File: src/hw/rtc_pit_pkg.sv
package rtc_pit_pkg;
  // Register indexes; byte address is four times the index
  localparam logic [5:0] IDX_CTRL = 6'h00;
  localparam logic [5:0] IDX_STATUS = 6'h01;
  localparam logic [5:0] IDX_INTEN = 6'h02;
  localparam logic [5:0] IDX_INTFLAG = 6'h03;
  localparam logic [5:0] IDX_TEMP = 6'h04;
  localparam logic [5:0] IDX_DBG = 6'h05;
  localparam logic [5:0] IDX_SLOW_CLOCK_SOURCE = 6'h07;
  localparam logic [5:0] IDX_CNT = 6'h08;
  localparam logic [5:0] IDX_PER = 6'h0a;
  localparam logic [5:0] IDX_CMP = 6'h0c;
  localparam logic [5:0] IDX_PCTRL = 6'h10;
  localparam logic [5:0] IDX_PSTATUS = 6'h11;
  localparam logic [5:0] IDX_PINTEN = 6'h12;
  localparam logic [5:0] IDX_PINTFLAG = 6'h13;
  localparam logic [5:0] IDX_PDBG = 6'h15;

  // Control register fields
  localparam int CTRL_STANDBY_BIT = 7;
  localparam int CTRL_PRESC_LSB = 3;
  localparam int CTRL_ON_BIT = 0;
  localparam int PCTRL_PER_LSB = 3;
  localparam int PCTRL_ON_BIT = 0;

  // Flag and enable positions
  localparam int FLAG_WRAP_BIT = 0;
  localparam int FLAG_MATCH_BIT = 1;

  // Busy bit positions in the status register
  localparam int BUSY_CTRL_BIT = 0;
  localparam int BUSY_CNT_BIT = 1;
  localparam int BUSY_PER_BIT = 2;
  localparam int BUSY_CMP_BIT = 3;

  // Reset values
  localparam logic [7:0] CTRL_RESET = 8'h00;
  localparam logic [15:0] CNT_RESET = 16'h0000;
  localparam logic [15:0] PER_RESET = 16'hffff;
  localparam logic [15:0] CMP_RESET = 16'h0000;
  localparam logic [7:0] PCTRL_RESET = 8'h00;

  // Slow clock source choices
  localparam logic [1:0] SRC_OSC = 2'h0;
  localparam logic [1:0] SRC_OSC_DIV = 2'h1;
  localparam logic [1:0] SRC_EXT = 2'h3;

  // Timing: sync wait in slow ticks, oscillator divider, top period code
  localparam int SYNC_TICKS = 2;
  localparam int OSC_DIV = 32;
  localparam logic [3:0] PIT_PER_MAX = 4'he;
endpackage

File: src/hw/rtc_pit_core.sv
`timescale 1ns/100ps
// Contract
// - Wrap count to zero at period, flag
// - Flag match when count equals compare
// - Periodic flag each selected interval
// - Every condition sets its flag bit
// - Request while enable and flag set
// - Separate flag/enable banks per source
// - Counter runs idle; standby needs keep bit
// - Periodic timer runs in any sleep
// - Slow clock; writes apply after sync
// - Four busy bits at status 0x01
// - Periodic control busy at 0x11 bit0
// - Halt stops counter unless run bit
// - Halt drives periodic output low unless run bit
// - High at break gives edge on resume
// - Low at break resumes low, quietly
// - Write one clears flag, zero keeps
// - Prescaler divides by two to n
// - Source select: osc, osc/32, ext
module rtc_pit_core (
  input wire logic clk_i,
  input wire logic rst_i,
  input wire logic wb_cyc_i,
  input wire logic wb_stb_i,
  input wire logic wb_we_i,
  input wire logic [7:0] wb_adr_i,
  input wire logic [3:0] wb_sel_i,
  input wire logic [31:0] wb_dat_i,
  output logic [31:0] wb_dat_o,
  output logic wb_ack_o,
  input wire logic osc_slow_i,
  input wire logic ext_slow_i,
  input wire logic sleep_idle_i,
  input wire logic sleep_standby_i,
  input wire logic cpu_halted_i,
  output logic counter_irq_o,
  output logic periodic_irq_o,
  output logic wrap_event_o,
  output logic match_event_o,
  output logic periodic_out_o
);
  // Bus side state
  logic ack_r; // Answer to the current cycle
  logic [31:0] rdata_r, rdata_nxt; // Registered read data
  logic req, wr; // New request not yet answered; write strobe
  logic [5:0] idx; // Word index
  // Software visible registers, as written
  logic [7:0] ctrl_sh_r, pctrl_sh_r; // Control bytes
  logic [15:0] per_sh_r, cmp_sh_r, cnt_sh_r; // Period, compare, count
  logic [1:0] inten_r, flags_r; // Counter enables and flags
  logic pinten_r, pflag_r; // Periodic enable and flag
  logic [7:0] temp_r; // Staging byte, plain storage
  logic dbg_run_r, pdbg_run_r; // Run through halt, per function
  logic [1:0] slow_clock_source_r; // Slow source choice
  // Copies used by the slow logic
  logic [7:0] ctrl_act_r, pctrl_act_r;
  logic [15:0] per_act_r, cmp_act_r;
  logic [15:0] cnt_r; // Live count
  // Slow clock and prescaler
  logic osc_rise, ext_rise, slow_tick; // Slow edges; selected tick
  logic [4:0] osc_div_r; // Divider for the 1 kHz choice
  logic [14:0] pre_r, pre_mask; // Shared prescaler and its tick mask
  logic pre_run, counter_run, cnt_tick, wrap_hit, match_hit;
  // Periodic timer
  logic pit_raw, pit_gated, pit_out_r, pit_nxt, pit_rise;
  // Synchronisation trackers: ctrl, cnt, per, cmp, pctrl
  logic [4:0] busy, apply, start;
  assign req = wb_cyc_i & wb_stb_i & ~ack_r;
  assign wr = req & wb_we_i;
  assign idx = wb_adr_i[7:2];
  // Answer one cycle after the request
  always_ff @(posedge clk_i) begin
    if (rst_i) begin
      ack_r <= 1'b0;
      rdata_r <= 32'h0000_0000;
    end else begin
      ack_r <= req;
      rdata_r <= rdata_nxt;
    end
  end
  assign wb_ack_o = ack_r;
  assign wb_dat_o = rdata_r;

  // Read multiplexer; unmapped words read as zero
  always_comb begin
    rdata_nxt = 32'h0000_0000;
    case (idx)
      rtc_pit_pkg::IDX_CTRL: rdata_nxt[7:0] = ctrl_sh_r;
      rtc_pit_pkg::IDX_STATUS: rdata_nxt[3:0] = busy[3:0];
      rtc_pit_pkg::IDX_INTEN: rdata_nxt[1:0] = inten_r;
      rtc_pit_pkg::IDX_INTFLAG: rdata_nxt[1:0] = flags_r;
      rtc_pit_pkg::IDX_TEMP: rdata_nxt[7:0] = temp_r;
      rtc_pit_pkg::IDX_DBG: rdata_nxt[0] = dbg_run_r;
      rtc_pit_pkg::IDX_SLOW_CLOCK_SOURCE: rdata_nxt[1:0] = slow_clock_source_r;
      rtc_pit_pkg::IDX_CNT: rdata_nxt[15:0] = cnt_r;
      rtc_pit_pkg::IDX_PER: rdata_nxt[15:0] = per_sh_r;
      rtc_pit_pkg::IDX_CMP: rdata_nxt[15:0] = cmp_sh_r;
      rtc_pit_pkg::IDX_PCTRL: rdata_nxt[7:0] = pctrl_sh_r;
      rtc_pit_pkg::IDX_PSTATUS: rdata_nxt[0] = busy[4];
      rtc_pit_pkg::IDX_PINTEN: rdata_nxt[0] = pinten_r;
      rtc_pit_pkg::IDX_PINTFLAG: rdata_nxt[0] = pflag_r;
      rtc_pit_pkg::IDX_PDBG: rdata_nxt[0] = pdbg_run_r;
      default: rdata_nxt = 32'h0000_0000;
    endcase
    if (!req || wb_we_i) begin
      rdata_nxt = 32'h0000_0000;
    end
  end

  // Writes that must cross into the slow logic start a tracker
  assign start[0] = wr && wb_sel_i[0] && idx == rtc_pit_pkg::IDX_CTRL;
  assign start[1] = wr && |wb_sel_i[1:0] && idx == rtc_pit_pkg::IDX_CNT;
  assign start[2] = wr && |wb_sel_i[1:0] && idx == rtc_pit_pkg::IDX_PER;
  assign start[3] = wr && |wb_sel_i[1:0] && idx == rtc_pit_pkg::IDX_CMP;
  assign start[4] = wr && wb_sel_i[0] && idx == rtc_pit_pkg::IDX_PCTRL;

  // One tracker per synchronised register; a rewrite while busy
  // restarts the wait, which is why software checks busy first
  genvar g;
  generate
    for (g = 0; g < 5; g++) begin : g_sync
      rtc_sync_tracker #(
        .TICKS(rtc_pit_pkg::SYNC_TICKS)
      ) u_trk (
        .clk_i(clk_i),
        .rst_i(rst_i),
        .start_i(start[g]),
        .slow_tick_i(slow_tick),
        .busy_o(busy[g]),
        .apply_o(apply[g])
      );
    end
  endgenerate

  // Plain control registers written straight from the bus
  always_ff @(posedge clk_i) begin
    if (rst_i) begin
      inten_r <= 2'h0;
      pinten_r <= 1'b0;
      temp_r <= 8'h00;
      dbg_run_r <= 1'b0;
      pdbg_run_r <= 1'b0;
      slow_clock_source_r <= 2'h0;
    end else if (wr && wb_sel_i[0]) begin
      case (idx)
        rtc_pit_pkg::IDX_INTEN: inten_r <= wb_dat_i[1:0];
        rtc_pit_pkg::IDX_PINTEN: pinten_r <= wb_dat_i[0];
        rtc_pit_pkg::IDX_TEMP: temp_r <= wb_dat_i[7:0];
        rtc_pit_pkg::IDX_DBG: dbg_run_r <= wb_dat_i[0];
        rtc_pit_pkg::IDX_PDBG: pdbg_run_r <= wb_dat_i[0];
        rtc_pit_pkg::IDX_SLOW_CLOCK_SOURCE: slow_clock_source_r <= wb_dat_i[1:0];
        default: slow_clock_source_r <= slow_clock_source_r;
      endcase
    end
  end
  // Shadow copies, readable at once except the count; bytes follow their lanes
  always_ff @(posedge clk_i) begin
    if (rst_i) begin
      ctrl_sh_r <= rtc_pit_pkg::CTRL_RESET;
      pctrl_sh_r <= rtc_pit_pkg::PCTRL_RESET;
      per_sh_r <= rtc_pit_pkg::PER_RESET;
      cmp_sh_r <= rtc_pit_pkg::CMP_RESET;
      cnt_sh_r <= rtc_pit_pkg::CNT_RESET;
    end else begin
      if (start[0]) ctrl_sh_r <= wb_dat_i[7:0];
      if (start[4]) pctrl_sh_r <= wb_dat_i[7:0];
      for (int b = 0; b < 2; b++) begin
        if (wb_sel_i[b]) begin
          if (start[1]) cnt_sh_r[b*8 +: 8] <= wb_dat_i[b*8 +: 8];
          if (start[2]) per_sh_r[b*8 +: 8] <= wb_dat_i[b*8 +: 8];
          if (start[3]) cmp_sh_r[b*8 +: 8] <= wb_dat_i[b*8 +: 8];
        end
      end
    end
  end
  // Slow side copies take the value only when the wait ends
  always_ff @(posedge clk_i) begin
    if (rst_i) begin
      ctrl_act_r <= rtc_pit_pkg::CTRL_RESET;
      per_act_r <= rtc_pit_pkg::PER_RESET;
      cmp_act_r <= rtc_pit_pkg::CMP_RESET;
      pctrl_act_r <= rtc_pit_pkg::PCTRL_RESET;
    end else begin
      if (apply[0]) ctrl_act_r <= ctrl_sh_r;
      if (apply[2]) per_act_r <= per_sh_r;
      if (apply[3]) cmp_act_r <= cmp_sh_r;
      if (apply[4]) pctrl_act_r <= pctrl_sh_r;
    end
  end
  // Edges of the two slow inputs
  rtc_level_edge u_osc_edge (
    .clk_i(clk_i),
    .rst_i(rst_i),
    .level_i(osc_slow_i),
    .rise_o(osc_rise)
  );
  rtc_level_edge u_ext_edge (
    .clk_i(clk_i),
    .rst_i(rst_i),
    .level_i(ext_slow_i),
    .rise_o(ext_rise)
  );

  // Divide the oscillator for the low rate choice
  always_ff @(posedge clk_i) begin
    if (rst_i) begin
      osc_div_r <= 5'h00;
    end else if (osc_rise) begin
      osc_div_r <= osc_div_r + 5'h01;
    end
  end

  // Source select; the reserved code gives no slow clock at all
  always_comb begin
    case (slow_clock_source_r)
      rtc_pit_pkg::SRC_OSC: slow_tick = osc_rise;
      rtc_pit_pkg::SRC_OSC_DIV:
        slow_tick = osc_rise && osc_div_r == 5'(rtc_pit_pkg::OSC_DIV - 1);
      rtc_pit_pkg::SRC_EXT: slow_tick = ext_rise;
      default: slow_tick = 1'b0;
    endcase
  end

  // Prescaler runs while either function is on
  assign pre_run = ctrl_act_r[rtc_pit_pkg::CTRL_ON_BIT] |
                   pctrl_act_r[rtc_pit_pkg::PCTRL_ON_BIT];
  always_ff @(posedge clk_i) begin
    if (rst_i) begin
      pre_r <= 15'h0000;
    end else if (!pre_run) begin
      pre_r <= 15'h0000;
    end else if (slow_tick) begin
      pre_r <= pre_r + 15'h0001;
    end
  end

  // Divide by two to the n: tick when the low n bits roll over
  assign pre_mask = 15'((16'h0001 <<
    ctrl_act_r[rtc_pit_pkg::CTRL_PRESC_LSB +: 4]) - 16'h0001);

  // Counter stops in standby without the keep bit, and in halt without the run bit
  assign counter_run = ctrl_act_r[rtc_pit_pkg::CTRL_ON_BIT] &&
    !(sleep_standby_i && !ctrl_act_r[rtc_pit_pkg::CTRL_STANDBY_BIT]) &&
    !(cpu_halted_i && !dbg_run_r);
  assign cnt_tick = counter_run && slow_tick &&
                    (pre_r & pre_mask) == pre_mask;
  assign wrap_hit = cnt_tick && cnt_r == per_act_r;
  assign match_hit = cnt_tick && cnt_r == cmp_act_r;

  // Count; a synchronised count write wins over the tick
  always_ff @(posedge clk_i) begin
    if (rst_i) begin
      cnt_r <= rtc_pit_pkg::CNT_RESET;
    end else if (apply[1]) begin
      cnt_r <= cnt_sh_r;
    end else if (wrap_hit) begin
      cnt_r <= 16'h0000;
    end else if (cnt_tick) begin
      cnt_r <= cnt_r + 16'h0001;
    end
  end

  // Counter flags: set beats a same-cycle clear
  always_ff @(posedge clk_i) begin
    if (rst_i) begin
      flags_r <= 2'h0;
    end else begin
      for (int b = 0; b < 2; b++) begin
        if ((b == rtc_pit_pkg::FLAG_WRAP_BIT && wrap_hit) ||
            (b == rtc_pit_pkg::FLAG_MATCH_BIT && match_hit)) begin
          flags_r[b] <= 1'b1;
        end else if (wr && wb_sel_i[0] && wb_dat_i[b] &&
                     idx == rtc_pit_pkg::IDX_INTFLAG) begin
          flags_r[b] <= 1'b0;
        end
      end
    end
  end

  // Event pulses for the rest of the chip
  always_ff @(posedge clk_i) begin
    if (rst_i) begin
      wrap_event_o <= 1'b0;
      match_event_o <= 1'b0;
    end else begin
      wrap_event_o <= wrap_hit;
      match_event_o <= match_hit;
    end
  end

  // Periodic level follows one prescaler bit; ignores sleep
  always_comb begin
    pit_raw = 1'b0;
    if (pctrl_act_r[rtc_pit_pkg::PCTRL_ON_BIT] &&
        pctrl_act_r[rtc_pit_pkg::PCTRL_PER_LSB +: 4] != 4'h0 &&
        pctrl_act_r[rtc_pit_pkg::PCTRL_PER_LSB +: 4] <=
          rtc_pit_pkg::PIT_PER_MAX) begin
      pit_raw = pre_r[pctrl_act_r[rtc_pit_pkg::PCTRL_PER_LSB +: 4]];
    end
  end

  // Halt without run bit forces low; release restores the level, so
  // a level that was high comes back as a fresh edge
  assign pit_gated = cpu_halted_i && !pdbg_run_r;
  assign pit_nxt = pit_raw && !pit_gated;
  assign pit_rise = pit_nxt && !pit_out_r;
  always_ff @(posedge clk_i) begin
    if (rst_i) begin
      pit_out_r <= 1'b0;
    end else begin
      pit_out_r <= pit_nxt;
    end
  end
  assign periodic_out_o = pit_out_r;

  // Periodic flag, own bank; set beats clear
  always_ff @(posedge clk_i) begin
    if (rst_i) begin
      pflag_r <= 1'b0;
    end else if (pit_rise) begin
      pflag_r <= 1'b1;
    end else if (wr && wb_sel_i[0] && wb_dat_i[0] &&
                 idx == rtc_pit_pkg::IDX_PINTFLAG) begin
      pflag_r <= 1'b0;
    end
  end
  // Requests stand until the flag clears
  assign counter_irq_o = |(flags_r & inten_r);
  assign periodic_irq_o = pflag_r & pinten_r;
  // Checks
  a_ack_single: assert property (@(posedge clk_i) disable iff (rst_i)
    wb_ack_o |=> !wb_ack_o) else $error("ack held two cycles");
  a_ack_timely: assert property (@(posedge clk_i) disable iff (rst_i)
    (wb_cyc_i && wb_stb_i && !wb_ack_o) |=> wb_ack_o)
    else $error("ack missing");
  a_wrap_zero: assert property (@(posedge clk_i) disable iff (rst_i)
    (wrap_hit && !apply[1]) |=> (cnt_r == 16'h0000 && flags_r[0]))
    else $error("no wrap to zero");
  a_match_flag: assert property (@(posedge clk_i) disable iff (rst_i)
    (cnt_tick && cnt_r == cmp_act_r) |=> flags_r[1])
    else $error("match flag not set");
  a_both_flags: assert property (@(posedge clk_i) disable iff (rst_i)
    (wrap_hit && match_hit) |=> (flags_r == 2'h3))
    else $error("flags not set together");
  a_irq_request: assert property (@(posedge clk_i) disable iff (rst_i)
    (flags_r[0] && inten_r[0]) |-> counter_irq_o)
    else $error("request not raised");
  a_pit_flag: assert property (@(posedge clk_i) disable iff (rst_i)
    $rose(periodic_out_o) |-> pflag_r) else $error("periodic flag late");
  a_standby_stop: assert property (@(posedge clk_i) disable iff (rst_i)
    $past(sleep_standby_i && !ctrl_act_r[rtc_pit_pkg::CTRL_STANDBY_BIT]) |->
      $stable(cnt_r) || $past(apply[1])) else $error("ran in standby");
  a_idle_runs: assert property (@(posedge clk_i) disable iff (rst_i)
    (sleep_idle_i && !sleep_standby_i && !cpu_halted_i &&
     ctrl_act_r[rtc_pit_pkg::CTRL_ON_BIT]) |-> counter_run)
    else $error("counter stopped in idle");
  a_halt_low: assert property (@(posedge clk_i) disable iff (rst_i)
    (cpu_halted_i && !pdbg_run_r) [*2] |-> !periodic_out_o)
    else $error("periodic output high in halt");
  a_busy_ctrl: assert property (@(posedge clk_i) disable iff (rst_i)
    start[0] |=> busy[0]) else $error("control busy missing");
  a_flag_clear: assert property (@(posedge clk_i) disable iff (rst_i)
    (wr && wb_sel_i[0] && idx == rtc_pit_pkg::IDX_PINTFLAG &&
     wb_dat_i[0] && !pit_rise) |=> !pflag_r)
    else $error("flag not cleared");
endmodule

File: src/hw/rtc_level_edge.sv
`timescale 1ns/100ps
// Rising edge finder for a slow level sampled on clk_i
module rtc_level_edge (
  input wire logic clk_i,
  input wire logic rst_i,
  input wire logic level_i,
  output logic rise_o
);
  logic prev_r; // Level seen on the previous edge

  // Remember the level
  always_ff @(posedge clk_i) begin
    if (rst_i) begin
      prev_r <= 1'b0;
    end else begin
      prev_r <= level_i;
    end
  end

  // One clk pulse per rising edge of the level
  assign rise_o = level_i & ~prev_r;
endmodule

File: src/hw/rtc_sync_tracker.sv
`timescale 1ns/100ps
// Tracks one register write across a number of slow ticks
module rtc_sync_tracker #(
  parameter int TICKS = 2
) (
  input wire logic clk_i,
  input wire logic rst_i,
  input wire logic start_i,
  input wire logic slow_tick_i,
  output logic busy_o,
  output logic apply_o
);
  logic [3:0] left_r; // Slow ticks still to wait
  logic [3:0] left_nxt;

  // Next count: a fresh write restarts the wait
  always_comb begin
    left_nxt = left_r;
    if (start_i) begin
      left_nxt = 4'(TICKS);
    end else if (slow_tick_i && left_r != 4'h0) begin
      left_nxt = left_r - 4'h1;
    end
  end

  // Counter state
  always_ff @(posedge clk_i) begin
    if (rst_i) begin
      left_r <= 4'h0;
    end else begin
      left_r <= left_nxt;
    end
  end

  // Busy while waiting; apply on the last tick
  assign busy_o = left_r != 4'h0;
  assign apply_o = !start_i && slow_tick_i && left_r == 4'h1;
endmodule

File: config.mk
export PLATFORM = sky130hd
export DESIGN_NAME = rtc_pit_core
export DESIGN_NICKNAME = d
export VERILOG_FILES = /design/src/hw/rtc_pit_pkg.sv /design/src/hw/rtc_pit_core.sv /design/src/hw/rtc_level_edge.sv /design/src/hw/rtc_sync_tracker.sv
export SDC_FILE = /design/constraint.sdc
export NUM_CORES = 1
export LEC_CHECK = 0
export BUFFER_PORTS_ARGS = -buffer_cell sky130_fd_sc_hd__buf_2
export CAP_MARGIN = 40
export CORE_ASPECT_RATIO = 0.9
export CORE_MARGIN = 4
export CORE_UTILIZATION = 45
export DETAILED_ROUTE_END_ITERATION = 8
export MAX_ROUTING_LAYER = met4
export PLACE_DENSITY_LB_ADDON = 0.08
export SKIP_LAST_GASP = 1
export SYNTH_ARGS = -nofsm -noshare
export SYNTH_HDL_FRONTEND = slang
export SYNTH_SLANG_ARGS = --single-unit
File: constraint.sdc
create_clock -name clk_i -period 5.7 [get_ports clk_i]
set_input_delay 0.285 -clock clk_i [delete_from_list [all_inputs] [get_ports clk_i]]
set_output_delay 0.285 -clock clk_i [all_outputs]
set_load 0.005 [all_outputs]
-- Word-level counts from Yosys, hierarchy flattened
Cells that the tools add are included.
- add/sub/neg operators: 9
- magnitude comparators: 2
- eq/ne operators: 25
- shift operators: 1
- mux-type cells: 28
- bitwise operators: 13
- reductions and logical operators: 93
- operators with widths (operator ; count):
    $mux 16 ; 3
    $logic_and 1x1->1 ; 41
    $eq 16x16->1 ; 2
    $eq 6x5->1 const B ; 5
    $pmux 4 s6 ; 1
    $pmux 8 s3 ; 1
    $reduce_and 2->1 ; 12
    $reduce_bool 4->1 ; 6
    $eq 4x1->1 const B ; 5
    $mux 2 ; 10
    $sub 4x1->4 const B ; 5
    $eq 6x3->1 const B ; 3
    $eq 6x4->1 const B ; 3
    $reduce_or 2->1 ; 9
    $add 16x1->16 const B ; 1
    $reduce_bool 2->1 ; 8
    $add 15x1->15 const B ; 1
    $and 15x15->15 ; 1
    $eq 15x15->1 ; 1
    $pmux 1 s15 ; 1
    $shl 1x4->15 const A ; 1
    $sub 15x1->15 const B ; 1
    $pmux 2 s7 ; 1
    $logic_not 1->1 ; 13
    other kinds (20) ; 36
- bits in registers: 223
- input port bits: 54
- output and inout bits: 38
- word-level logic and storage cells: 213

-- Longest topological paths before layout
- word-level depth: 10
- depth in mapped cells: 13
- depth with buffers taken out: 9

-- Hierarchy
From an unflattened synthesis, not the netlist that was laid out.
- cell total of the unflattened synthesis: 1159
- area total of the unflattened synthesis: 9990.8 µm²
- by module, submodules not included (module ; times used ; cells each ; area an instance (µm²) ; sequential area each (µm²)):
    rtc_pit_core ; 1 ; 1013 ; 8650.8 ; 3623.5
    rtc_sync_tracker ; 5 ; 28 ; 249.0 ; 80.1
    rtc_level_edge ; 2 ; 3 ; 47.5 ; 20.0

-- Worst setup path after synthesis
No wires, ideal clock.
- path kind: register -> register
- start point: register ctrl_act_r[6]
- end point: register cnt_r[0]
- setup time: 0.074 ns
- arrival: 2.695 ns
- required time: 5.626 ns
- setup slack: 2.930 ns
- stages on the path, launching flop included: 13
- period minus slack after synthesis: 2.770 ns
- cells stage by stage: dfxtp_1 > buf_2 > nor2_1 > nand3b_1 > ha_1 > buf_4 > xor2_2 > nor4b_1 > a211o_1 > or4_1 > buf_2 > or4_1 > a31oi_1
- cells in the longest elaborated chain, start to end: 8
- elaborated cells on any way between the ends: 9
- RTL lines (what ; RTL line ; RTL):
    start: declaration ; rtc_pit_core.sv:57 ; logic [7:0] ctrl_act_r, pctrl_act_r;
    start signal: assignment ; rtc_pit_core.sv:180 ; ctrl_act_r <= rtc_pit_pkg::CTRL_RESET;
    start signal: assignment ; rtc_pit_core.sv:185 ; if (apply[0]) ctrl_act_r <= ctrl_sh_r;
    $shl 1x4->15 (*) ; rtc_pit_core.sv:239 ; assign pre_mask = 15'((16'h0001 <<
    $sub 15x1->15 (*) ; rtc_pit_core.sv:240 ; ctrl_act_r[rtc_pit_pkg::CTRL_PRESC_LSB +: 4]) - 16'h0001);
    $and 15x15->15 ; rtc_pit_core.sv:247 ; (pre_r & pre_mask) == pre_mask;
    $eq 15x15->1 (*) ; rtc_pit_core.sv:247 ;
    $logic_and 1x1->1 (*) ; rtc_pit_core.sv:246 ; assign cnt_tick = counter_run && slow_tick &&
    $logic_and 1x1->1 ; rtc_pit_core.sv:248 ; assign wrap_hit = cnt_tick && cnt_r == per_act_r;
    $mux 16 ; rtc_pit_core.sv:257 ; end else if (wrap_hit) begin
    $mux 16 ; rtc_pit_core.sv:255 ; end else if (apply[1]) begin
    end signal: assignment ; rtc_pit_core.sv:254 ; cnt_r <= rtc_pit_pkg::CNT_RESET;
    end signal: assignment ; rtc_pit_core.sv:256 ; cnt_r <= cnt_sh_r;
    end signal: assignment ; rtc_pit_core.sv:260 ; cnt_r <= cnt_r + 16'h0001;
    end: declaration ; rtc_pit_core.sv:59 ; logic [15:0] cnt_r;
Mark *: on every way between the ends. The rest lies on a longest branch, timed or not.
A chain may end at the register's enable or synchronous reset.

-- Worst setup path in the final report
Ends and elaborated chain as after synthesis.

==> results.md <==
- Routed len/inst: around 19 um
- WL final: 27.95 mm
- Crit-path slowest cell: nand4_1
- Antenna violations before repair: 0
- Fin area: 11090 um2
- Sink Count: 203
- Nets: between 1000 and 1500
- Gpl congestion: roughly 0.84
- Synth area leaders: dfxtp_1 (41%), mux2i_1 (6.8%), nand2_1 (6.8%)
- DR vias/cell: between 5 and 6
- CTS H-tree lvls: 1
- Setup violations, final: 0
- Global route total overflow: 0
- Inst Count DP: roughly 1500
- Clk pin slew, worst setup/hold paths: 60 ps
- Ys Warns: 0
- Largest net degree at the start of global routing: 73
- Syn-to-layout area delta: 12.69%
- Total negative slack: 0 ps
- Top cell type by total area after synthesis: dfxtp_1
- Post-synth EDFFs: 0
- Cell count after synthesis: between 1000 and 1500
- Fin cells: about 1500
- Die Y: approximately 150 um
- Initial DRT Pass Iterations: 5
- Die Footprint: 24300 um2
- Clock latency at the later pin of the worst-skew pair: 530 ps
- I/O pin count: a little over 90
- Fin. Hold Viols: 0
- Sw frac: roughly a quarter
- Leakage: about 4 nW
- Mean post-synth cell area: ~8.3 um2
- Cell variety after synth: 65
- CTS Root Buffer Type: clkbuf_16
- Worst-path maximum fanout: 17
- Startpoint types: register
- FF-to-FF path depth: 9
- Crit path required time: 6130 ps
- Power Internal: between 2 and 3 mW
- Ys flop type: dfxtp_1
- Via count: approximately 8400
- Tightest Pin Transition: 857.5 ps
- F_max: between 200 and 300 MHz
- Placed instance area: between 10000 and 15000 um2
- Fin crit share: 60.00%
- First-pass GRT wire length: 44.02 mm
- Antenna-violating nets left: 0
- Longest Clk Path Bufs: 3
- Worst Path Arrival: roughly 3900 ps
- Tot GR Track Use: 23.34%
- Setup crit end kind: register
- Port buffer count: 54
- Seq/Total Area, Yosys: between 40 and 50%
- Yosys top cell area share: about two fifths
- Crit path cell chain: nor2_1 -> nand3b_1 -> ha_1 -> or3_1 -> a211oi_1 -> nor4_1 -> nand4_1 -> or4_1 -> a31oi_1
- Setup bufs post-CTS: 0
- Vias in the first global route: slightly below 8000
- TritonCTS clock tree: yes
- RSZ-0062 raised after global routing: false
- Reg-to-reg endpoint: cnt_r[0]$_SDFFE_PP0P_
- Synthesized area: around 9800 um2
- Sequential share of power: a little over two fifths
- Clock share of power: 44.4%
- Horiz. Die Dim: approximately 160 um
- Asr flop ratio synth: 0%
- Final critical-path required period: approximately 3400 ps
- Core area: ~22000 um2
- Share of post-route cells with drive strength above 1: 11.80%
- Worst IR drop on VDD: approximately 0.24 mV
- Pwr Total: ~3.7 mW
- Iteration-0 DRC Markers: around 700
- Hold Crit Start: wb_cyc_i
- Antenna Cells: 0
- Slowest stage delay, CP: 740 ps
- Max-Cap Viols: 0
- Status: finished clean
- Hold path endpoint: wb_ack_o$_SDFF_PP0_
- Final Skew: 27.56 ps
- Dpl hpwl: 19.03 mm
- Slew Limit Headroom: ~42%
- Hold/Removal Path Class: input pin to register
- Logic pwr share: approximately an eighth
- Row count: between 50 and 60
- RR Startpoint: ctrl_act_r[6]$_SDFFE_PP0P_
- DRC Markers: 0
- Switching pwr: between 0.9 and 1 mW
- WS Path Type: register to register
- Max Slew Vio Count: 0
- TritonCTS buffer count: 23
- Worst reg2reg setup slack: 2280 ps
- P per Cell Area: about 330 nW/um2
- Initial Util: approximately 46%
- Hold Path Depth: 3
- Post-synthesis register bit count: roughly 200
cells in the mapped netlist, types with 16 or more instances:
cell      count
dfxtp_1     203
nand2_1     178
nor2_1       95
a21oi_1      86
nand3_1      73
mux2i_1      67
clkbuf_1     59
xnor2_1      46
o21ai_0      31
a31oi_1      26
nor3_1       25
a22oi_1      20
buf_4        19
buf_2        17
ha_1         17
nand4_1      17
inv_1        16
cell usage in the layout, fill, tap and decap left out, types with 5 or more instances in the layout:
| master | synthesis | routed |
|---|---|---|
| dfxtp_1 | 203 | 203 |
| nand2_1 | 178 | 178 |
| nor2_1 | 95 | 95 |
| a21oi_1 | 86 | 86 |
| nand3_1 | 73 | 73 |
| mux2i_1 | 67 | 67 |
| buf_2 | 17 | 53 |
| xnor2_1 | 46 | 46 |
| o21ai_0 | 31 | 31 |
| a31oi_1 | 26 | 26 |
| nor3_1 | 25 | 25 |
| clkbuf_16 | 0 | 23 |
| a22oi_1 | 20 | 20 |
| nand4_1 | 17 | 17 |
| ha_1 | 17 | 17 |
| inv_1 | 16 | 16 |
| conb_1 | 1 | 16 |
| xor2_1 | 15 | 15 |
| mux2_2 | 15 | 15 |
| buf_4 | 19 | 15 |
| and3_1 | 14 | 14 |
| o31ai_1 | 14 | 14 |
| nor2b_1 | 13 | 13 |
| nor4_1 | 13 | 11 |
| and2_1 | 8 | 8 |
| clkbuf_8 | 0 | 8 |
| nand2b_1 | 7 | 7 |
| nor3b_1 | 6 | 6 |
| or4_1 | 5 | 5 |
| nor4b_1 | 5 | 5 |
| a211oi_1 | 5 | 5 |
power groups by stage:
| stage | logic [mW] | clock network [mW] | registers (mW) |
|---|---|---|---|
| 5_1_grt | 0.531 | 1.73 | 1.58 |
| 3_3_place_gp | 0.461 | 0 | 1.60 |
| 3_5_place_dp | 0.469 | 0 | 1.60 |
| 6_report | 0.474 | 1.63 | 1.57 |
| 4_1_cts | 0.474 | 1.66 | 1.57 |
| 2_1_floorplan | 0.394 | 0 | 1.54 |
worst max path at each step:
stage,cells after the start,endpoint,startpoint,slack [ps]
floorplan,12,cnt_r[0]$_SDFFE_PP0P_,ctrl_act_r[6]$_SDFFE_PP0P_,2930
global placement,9,cnt_r[0]$_SDFFE_PP0P_,ctrl_act_r[6]$_SDFFE_PP0P_,2390
detailed placement,9,cnt_r[0]$_SDFFE_PP0P_,ctrl_act_r[6]$_SDFFE_PP0P_,2370
CTS,9,cnt_r[0]$_SDFFE_PP0P_,ctrl_act_r[6]$_SDFFE_PP0P_,2350
global route,9,cnt_r[0]$_SDFFE_PP0P_,ctrl_act_r[6]$_SDFFE_PP0P_,2000
finish,9,cnt_r[0]$_SDFFE_PP0P_,ctrl_act_r[6]$_SDFFE_PP0P_,2280
repair_timing:
| action | 4_1_cts | 5_1_grt |
|---|---|---|
| setup endpoints to repair | 0 | 0 |
| endpoints found under the hold margin | 2 | 0 |
| hold buffers | 2 | 0 |
| resized for setup | 0 | 0 |
area by class of cell:
type,instances,area [um2]
Fill cell,2168,10480
Timing Repair Buffer,72,452.9
Multi-Input combinational cell,870,5295
Sequential cell,203,4064
Clock buffer,34,696.9
Clock inverter,7,150.1
Inverter,17,63.81
Tap cell,291,364.1
flip-flops by register name, indices dropped and copies added (netlist names), 6 cells and up:
name / cells
g_sync.u_trk.left_r: 20
cmp_act_r: 16
cmp_sh_r: 16
cnt_r: 16
cnt_sh_r: 16
per_act_r: 16
per_sh_r: 16
wb_dat_o: 16
pre_r: 15
ctrl_sh_r: 8
pctrl_sh_r: 8
temp_r: 8
ctrl_act_r: 6
critical path, delay by kind of cell, from the launching register on:
family,cells,cell delay (ps)
simple gates,6,2170
flops,1,620
fa+ha+maj,1,340
compound gates,2,230
logic make-up (layout without fill, tap and decap cells):
kind of cell	after synthesis	after routing	share of synthesized area (%)
other cells	1	16	0.03812
buf+inv	123	130	5.710
flops	203	203	41.31
fa+ha+maj	17	17	2.162
xor+xnor	62	62	5.596
mux	84	84	8.991
compound gates	211	211	13.07
simple gates	480	480	23.12
through the flow:
stage / utilization (%) / setup WS (ps) / hold WS, ps
after global placement: 47.13 / 2387 / 440.0
after detailed placement: 47.38 / 2371 / 444.0
after floorplan: - / 2930 / 413.2
after CTS: 51.40 / 2349 / 0.6951
after global routing: 51.40 / 1995 / 15.33
final: 51.40 / 2280 / 8.119
layer usage:
metal | routed length [um] | track usage [%]
met1 | 14040 | 35.70
met2 | 11890 | 33.31
met3 | 1594 | 3.076
met4 | 425 | 3.941
met5 | 0 | -
Power figures use the tool's default switching activity.
